File: config.mk
export PLATFORM = sky130hd
export DESIGN_NAME = pdst_translator
export DESIGN_NICKNAME = d
export VERILOG_FILES = /design/src/pdst_pkg.sv /design/src/pdst_page_reg.sv /design/src/pdst_translator.sv
export VERILOG_INCLUDE_DIRS = /design/src /design/src/src
export SDC_FILE = /design/constraint.sdc
export NUM_CORES = 1
export LEC_CHECK = 0
export ABC_AREA = 1
export BUFFER_PORTS_ARGS = -buffer_cell sky130_fd_sc_hd__buf_2
export CAP_MARGIN = 10
export CORE_AREA = 4 4 110 60
export CTS_CLUSTER_SIZE = 20
export DETAILED_ROUTE_END_ITERATION = 8
export DIE_AREA = 0 0 114 64
export PLACE_DENSITY = 0.81
export SYNTH_ARGS = -nofsm -noshare
export SYNTH_HDL_FRONTEND = slang
export SYNTH_HIERARCHICAL = 1
export SYNTH_SLANG_ARGS = --single-unit
export TNS_END_PERCENT = 50
File: constraint.sdc
create_clock -name clk_i -period 2.2 [get_ports clk_i]
set_input_delay 0.22 -clock clk_i [delete_from_list [all_inputs] [get_ports clk_i]]
set_output_delay 0.22 -clock clk_i [all_outputs]
set_load 0.02 [all_outputs]
File: src/pdst_defines.svh
`ifndef PDST_DEFINES_SVH
`define PDST_DEFINES_SVH

// Page register reset value
`define PDST_PAGE_RESET 10'h001
// Page value from which reads go to program space
`define PDST_PSV_FIRST_PAGE 10'h200
// Page value that may never be used through the upper window
`define PDST_PAGE_ZERO 10'h000
// Bits each page register keeps
`define PDST_RD_PAGE_MASK 10'h3ff
`define PDST_WR_PAGE_MASK 10'h1ff
// Last address of the always-visible low region
`define PDST_LOW_LAST 16'h2fff
// Position of the base address msb
`define PDST_BASE_MSB 15

`endif

File: src/pdst_pkg.sv
package pdst_pkg;

  typedef enum logic [1:0] {
    PDST_SP_BASE,
    PDST_SP_EDS,
    PDST_SP_PSV,
    PDST_SP_NONE
  } pdst_space_t;

  typedef struct packed {
    logic valid;
    logic write;
    logic [15:0] addr;
  } pdst_req_t;

  typedef struct packed {
    logic valid;
    logic sel_write;
    logic [9:0] value;
  } pdst_page_wr_t;

  typedef struct packed {
    logic valid;
    logic write;
    logic low_region;
    pdst_space_t space;
    logic [23:0] addr;
  } pdst_resp_t;

endpackage

File: src/pdst_page_reg.sv
`timescale 1ns/1ps
`include "pdst_defines.svh"

module pdst_page_reg #(
  parameter logic [9:0] KEEP_MASK = `PDST_RD_PAGE_MASK
) (
  input wire logic clk_i,
  input wire logic nrst_i,
  input wire logic wr_i,
  input wire logic [9:0] data_i,
  output logic [9:0] q_o
);

  logic [9:0] masked;

  assign masked = data_i & KEEP_MASK;

  always_ff @(posedge clk_i or negedge nrst_i) begin
    if (!nrst_i) begin
      q_o <= `PDST_PAGE_RESET;
    end else if (wr_i && (masked != `PDST_PAGE_ZERO)) begin
      q_o <= masked;
    end
  end

endmodule

File: src/pdst_translator.sv
`timescale 1ns/1ps
`include "pdst_defines.svh"

module pdst_translator (
  input wire logic clk_i,
  input wire logic nrst_i,
  input pdst_pkg::pdst_req_t req_i,
  input pdst_pkg::pdst_page_wr_t page_wr_i,
  output pdst_pkg::pdst_resp_t resp_o,
  output logic addr_err_o,
  output logic [15:0] err_addr_o,
  output logic err_write_o,
  output logic [9:0] rd_page_o,
  output logic [9:0] wr_page_o
);
  import pdst_pkg::*;

  logic [9:0] rd_page;
  logic [9:0] wr_page;
  logic [9:0] sel_page;
  pdst_resp_t map_d;
  logic trap_d;
  logic resp_valid_q;
  logic resp_write_q;
  logic resp_low_q;
  pdst_space_t resp_space_q;
  logic [23:0] resp_addr_q;
  logic addr_err_q;
  logic [15:0] err_addr_q;
  logic err_write_q;

  // The read page keeps all ten bits; the write page drops bit 9 so
  // it can never point into program space.
  pdst_page_reg #(
    .KEEP_MASK(`PDST_RD_PAGE_MASK)
  ) u_rd_page (
    .clk_i(clk_i),
    .nrst_i(nrst_i),
    .wr_i(page_wr_i.valid && !page_wr_i.sel_write),
    .data_i(page_wr_i.value),
    .q_o(rd_page)
  );

  pdst_page_reg #(
    .KEEP_MASK(`PDST_WR_PAGE_MASK)
  ) u_wr_page (
    .clk_i(clk_i),
    .nrst_i(nrst_i),
    .wr_i(page_wr_i.valid && page_wr_i.sel_write),
    .data_i(page_wr_i.value),
    .q_o(wr_page)
  );

  assign rd_page_o = rd_page;
  assign wr_page_o = wr_page;

  function automatic logic in_upper_window(
    input logic [15:0] addr
  );
    return addr[`PDST_BASE_MSB];
  endfunction

  function automatic logic in_low_region(
    input logic [15:0] addr
  );
    return addr <= `PDST_LOW_LAST;
  endfunction

  function automatic logic [9:0] page_for(
    input pdst_req_t req,
    input logic [9:0] rd,
    input logic [9:0] wr
  );
    // Writes always take the data-only write page
    return req.write ? wr : rd;
  endfunction

  function automatic logic page_is_zero(
    input logic [9:0] page
  );
    return page == `PDST_PAGE_ZERO;
  endfunction

  function automatic logic reads_program(
    input pdst_req_t req,
    input logic [9:0] page
  );
    return !req.write && (page >= `PDST_PSV_FIRST_PAGE);
  endfunction

  function automatic logic [23:0] eds_addr(
    input logic [9:0] page,
    input logic [15:0] addr
  );
    return {page[8:0], addr[14:0]};
  endfunction

  function automatic logic [23:0] psv_addr(
    input logic [9:0] page,
    input logic [15:0] addr
  );
    // Page bit 9 only selects program space and page bit 8 is dropped, so neither is part of the address
    return {1'b0, page[7:0], addr[14:0]};
  endfunction

  function automatic logic is_trap(
    input pdst_resp_t resp
  );
    return resp.valid && (resp.space == PDST_SP_NONE);
  endfunction

  function automatic pdst_resp_t map_access(
    input logic [9:0] page,
    input pdst_req_t req
  );
    pdst_resp_t r;
    r.valid = req.valid;
    r.write = req.write;
    r.low_region = in_low_region(req.addr);
    r.space = PDST_SP_BASE;
    r.addr = {8'h00, req.addr};
    if (in_upper_window(req.addr)) begin
      if (page_is_zero(page)) begin
        r.space = PDST_SP_NONE;
        r.addr = 24'h000000;
      end else if (reads_program(req, page)) begin
        r.space = PDST_SP_PSV;
        r.addr = psv_addr(page, req.addr);
      end else begin
        r.space = PDST_SP_EDS;
        r.addr = eds_addr(page, req.addr);
      end
    end
    return r;
  endfunction

  // Writes always use the data-only write page, so paging never
  // produces a program space write.
  assign sel_page = page_for(req_i, rd_page, wr_page);
  assign map_d = map_access(sel_page, req_i);
  assign trap_d = is_trap(map_d);

  // A page update in the same cycle as an access applies to later
  // accesses only; the access sees the old page.
  always_ff @(posedge clk_i or negedge nrst_i) begin
    if (!nrst_i) begin
      resp_valid_q <= 1'b0;
    end else begin
      resp_valid_q <= map_d.valid;
    end
  end

  always_ff @(posedge clk_i or negedge nrst_i) begin
    if (!nrst_i) begin
      resp_write_q <= 1'b0;
    end else begin
      resp_write_q <= map_d.write;
    end
  end

  always_ff @(posedge clk_i or negedge nrst_i) begin
    if (!nrst_i) begin
      resp_low_q <= 1'b0;
    end else begin
      resp_low_q <= map_d.low_region;
    end
  end

  always_ff @(posedge clk_i or negedge nrst_i) begin
    if (!nrst_i) begin
      resp_space_q <= PDST_SP_BASE;
    end else begin
      resp_space_q <= map_d.space;
    end
  end

  always_ff @(posedge clk_i or negedge nrst_i) begin
    if (!nrst_i) begin
      resp_addr_q <= 24'h000000;
    end else begin
      resp_addr_q <= map_d.addr;
    end
  end

  always_ff @(posedge clk_i or negedge nrst_i) begin
    if (!nrst_i) begin
      addr_err_q <= 1'b0;
    end else begin
      addr_err_q <= trap_d;
    end
  end

  // Last trapping access is held for the trap handler
  always_ff @(posedge clk_i or negedge nrst_i) begin
    if (!nrst_i) begin
      err_addr_q <= 16'h0000;
    end else if (trap_d) begin
      err_addr_q <= req_i.addr;
    end
  end

  always_ff @(posedge clk_i or negedge nrst_i) begin
    if (!nrst_i) begin
      err_write_q <= 1'b0;
    end else if (trap_d) begin
      err_write_q <= req_i.write;
    end
  end

  assign resp_o = {resp_valid_q, resp_write_q, resp_low_q, resp_space_q,
                   resp_addr_q};
  assign addr_err_o = addr_err_q;
  assign err_addr_o = err_addr_q;
  assign err_write_o = err_write_q;

endmodule

# Word-level counts from Yosys, hierarchy flattened
# Index checks and enable logic that the tools add are counted.
[word_totals] regBits=66 input_bits=32 out_inout_bits=67 elab_cells=28
[classes] n_lt_le_gt_ge=2 eq_ne=1 n_mux=4 n_reduce_logical=11
[ops] op="two-way mux 26 bit" n=3
[ops] op="nonzero test 10 bit" n=2
[ops] op="less-or-equal comparator 16 x 14 -> 1 bit (second input constant)" n=1
[ops] op=">= comparator 10 bit (second input constant)" n=1
[ops] op="logical NOT 10 bit" n=1
[ops] op="two-way mux 10 bit" n=1
[ops] op="logical AND 1 bit" n=6
[ops] op="== test 2 bit (second input constant)" n=1
[ops] op="logical NOT 1 bit" n=2

# Logic depth before layout (Yosys ltp)
[logic_depth] depth_word=8 ltp_mapped=11 depth_no_buf=9

# Cells and area by module
# Netlist, hierarchy kept.
[modules_own_cells] module="pdst_translator" n_inst=1 cells_each=214 area_per_inst_um2=2018.2 seq_area_each_um2=1176.1
[modules_own_cells] module="pdst_page_reg (u_rd_page)" n_inst=1 cells_each=55 area_per_inst_um2=467.9 seq_area_each_um2=251.5
[modules_own_cells] module="pdst_page_reg (u_wr_page)" n_inst=1 cells_each=53 area_per_inst_um2=442.9 seq_area_each_um2=226.5

# Worst setup path before layout
# Ideal clock, no wire load.
[synth_timing] kind="reg-to-reg" start="register u_rd_page.q_o[3]" end="register resp_addr_q[10]" setup_time_ns=0.111 arrival_ns=1.402 required_ns=2.089 path_slack_ns=0.688 stages_incl_launch_ff=9 n_path_buf=1 period_less_slack_ns=1.512 cell_sequence="dfrtp_1 or2_1 a21oi_1 nand2_2 nor2_8 nand2_4 buf_6 nand2_2 inv_2"
[synth_lines] element="from (decl)" line_no="pdst_page_reg.sv:11" text="output logic [9:0] q_o"
[synth_lines] element="from (signal assigned)" line_no="pdst_page_reg.sv:20" text="q_o <= `PDST_PAGE_RESET;"
[synth_lines] element="from (signal assigned)" line_no="pdst_page_reg.sv:22" text="q_o <= masked;"
[synth_lines] element="to (signal assigned)" line_no="pdst_translator.sv:181" text="resp_addr_q <= map_d.addr;"
[synth_lines] element="to (decl)" line_no="pdst_translator.sv:27" text="logic [23:0] resp_addr_q;"

==> impl_results.md <==
* # rows at 20
* Syn nets at about 350
* Synthesized area at between 2000 and 3000 um^2
* Clk sink count at 66
* Root Driver: clkbuf_16
* Total CTS buffers at 9
* IO buf count at just under 100
* DR pass1 iterations at 4
* Seq/Total Area, Yosys at approximately 56%
* Setup CP Type: reg2reg
* Antenna viol nets, final at 0
* First-pass GRT wire length at 12.28 mm
* Total GRT Usage at between 20% and 30%
* Slew HR at ~46%
* Worst Path Arrival at between 1500 and 2000 ps
* WL/cell at about 15 um
* Routed met1 length at between 3 and 4 mm
* R2R setup slack at roughly 500 ps
* Hold Path Class: in2async
* WL met3 at between 800 and 900 um
* Max Used Layer: met4
* Number of max-cap violations at 0
* CTS tree: yes
* Die W at 114 um
* Largest net degree at the start of global routing at between 60 and 70
* Fraction of layout cells with a size suffix above 1 at about two fifths
* Final Cycle Share at about three quarters
* Die area at between 7000 and 8000 um^2
* Post-synth cell types at 30
* Pins Over Slew Limit at 0
* H-tree depth at 3
* Levels on crit path at 7
* DRT iter0 DRCs at roughly 220
* Power per Cell Area at ~930 nW/um^2
* Flops & latches, synth at 66
* Worst path bufs/invs at 1
* Syn Area/Cell at 9.096 um^2
* Main area contributors after synthesis: dfrtp_1, nand2_1, nand2_2, nand4_1, inv_1
* Setup bufs post-CTS at 0
* Worst Setup Start Kind: register
* Post-synthesis async set-or-reset flop share at between 90% and 100%
* WP data required at between 2000 and 2500 ps
* Fin nets at about 450
* CP max FO at 17
* Cts hold-fix bufs at 0
* Initial antenna violation count at 0
* Post_cts resized at 0
* Dominant cell type by area after synthesis: dfrtp_1
* Worst-path clk slew at ~50 ps
* Number of global-route vias before repair at approximately 2400
* Min cycle time layout at about 1700 ps
* CTS Buffer Depth at 2
* Final Hold Viols at 0
* Clock Skew at between 4 and 5 ps
* Core region area at roughly 5800 um^2
* Vert. Die Dim at between 60 and 70 um
* Drt total wl at 7.262 mm
* Final setup viols at 0
* Yosys warns at 6
* Area delta synth->final at 25.67%
* CP endpoint kind: register
* Slowest CP cell: dfrtp_1
* Static Leak at between 2 and 2.5 nW
* R2R cell count at 7
* Final Worst Setup Slack at about 510 ps
* DRC viols at 0
* Cells along the critical path: or2_1, a21oi_1, nand2_2, nor2_8, nand2_4, nand2_1, inv_1
* Synth top cells by count: nand2_1, dfrtp_1, inv_1
* Post-synth EDFFs at 0
* Mapped Cells at 322
* Outcome: finished, final reports clean
* Inserted Diodes at 0
* Worst-Skew Late Latency at ~320 ps
* RSZ-0062 raised after global routing: no
* Max Fclk at between 500 and 600 MHz
* Crit-path leading delay family: simple AND/OR/NAND/NOR gates
* Synth Flop Type: dfrtp_1
* Ports at between 90 and 100
* Final GP Congestion at slightly below 0.9
* Final HPWL DP at 5.422 mm
* Starting Density at 50.89%
* Top-count cell post-synth: nand2_1
* Worst vdd ir at approximately 0.00054 V
* Setup TNS at 0 ps
* Met2 routed WL at 2.936 mm
* Total gr overflow at 0
* Crit-path max cell delay at ~400 ps
* Dpl ws at between 300 and 400 ps
* Vias per cell at ~4.9
* Vias at between 2000 and 2500
* Worst-Margin Slew at about 810 ps
* Post-synth top area share at 54.68%
path summary, 6_finish.rpt:
| kind | endpoint | start |
|---|---|---|
| min in group clk_i | resp_addr_q[7] | req_i[7] |
| max in group asynchronous | resp_addr_q[2] | nrst_i |
| hold / removal | resp_addr_q[17] | nrst_i |
| hold reg to reg | err_addr_o[15] | err_addr_o[15] |
| setup reg to reg | resp_addr_q[2] | u_rd_page/q_o[3] |
| setup / recovery | resp_addr_q[2] | u_rd_page/q_o[3] |
metrics by stage:
stage               instance area, um^2  total power [mW]  utilization (%)  instances  hold slack [ps]
floorplan                          2929             1.895                -        322           -75.59
global placement                   3408             2.161            59.22        482            428.7
detailed placement                 3408             2.176            59.22        482            432.2
CTS                                3681             3.456            63.96        498            102.5
global route                       3681             3.612            63.96        498            107.5
finish                             3681             3.423            63.96        498            76.83
layout make-up:
cell class              count  area, um^2
fillers                   494        2074
flip-flops and latches     66        1654
multi-input cells         203        1018
repair buffers             99       500.5
clock buffers              11       242.7
inverters                  37       138.9
well taps                  77       96.34
clock inverters             5       30.03
state kept, by name, indices dropped and copies added, names as in the netlist:
register       count
u_wr_page/q_o      9
resp_valid_q       1
resp_low_q         1
err_addr_o        16
addr_err_o         1
u_rd_page/q_o     10
err_write_o        1
resp_addr_q       24
resp_write_q       1
resp_space_q       2
cell usage in the layout (no fill, tap or decap), drive strengths merged, types with 3 or more instances in the layout:
master | Yosys | layout
nand4 | 17 | 17
nand2 | 129 | 129
clkinv | 0 | 3
nor2 | 22 | 22
nand3 | 18 | 18
dfrtp | 64 | 64
a21oi | 5 | 5
buf | 12 | 99
o21ai | 6 | 6
inv | 37 | 37
clkbuf | 4 | 11
worst register-to-register path, cell delays in order, from the launching register on:
cell and delay, ps:
dfrtp_1 400, or2_1 210, a21oi_1 160, nand2_2 120, nor2_8 280, nand2_4 230
nand2_1 130, inv_1 50
where the power goes:
| part | switching (mW) | internal (mW) |
|---|---|---|
| Clock | 0.482 | 0.786 |
| Sequential | 0.0927 | 1.37 |
| Combinational | 0.478 | 0.219 |
layer usage:
metal	up-vias	global-route usage, %
met3	6	7.663
met2	124	28.79
met4	0	5.630
met1	1131	33.31
met5	-	0
li1	1189	-
cells by family after synthesis:
kind of cell	count (synthesis)	synth area share (%)
DFF	66	56.47
AOI/OAI and AO/OA	13	2.947
other	1	0.1280
buffers and inverters	53	8.756
and+or+nand+nor	189	31.70
Note: power is estimated with default switching activity, not from simulation.
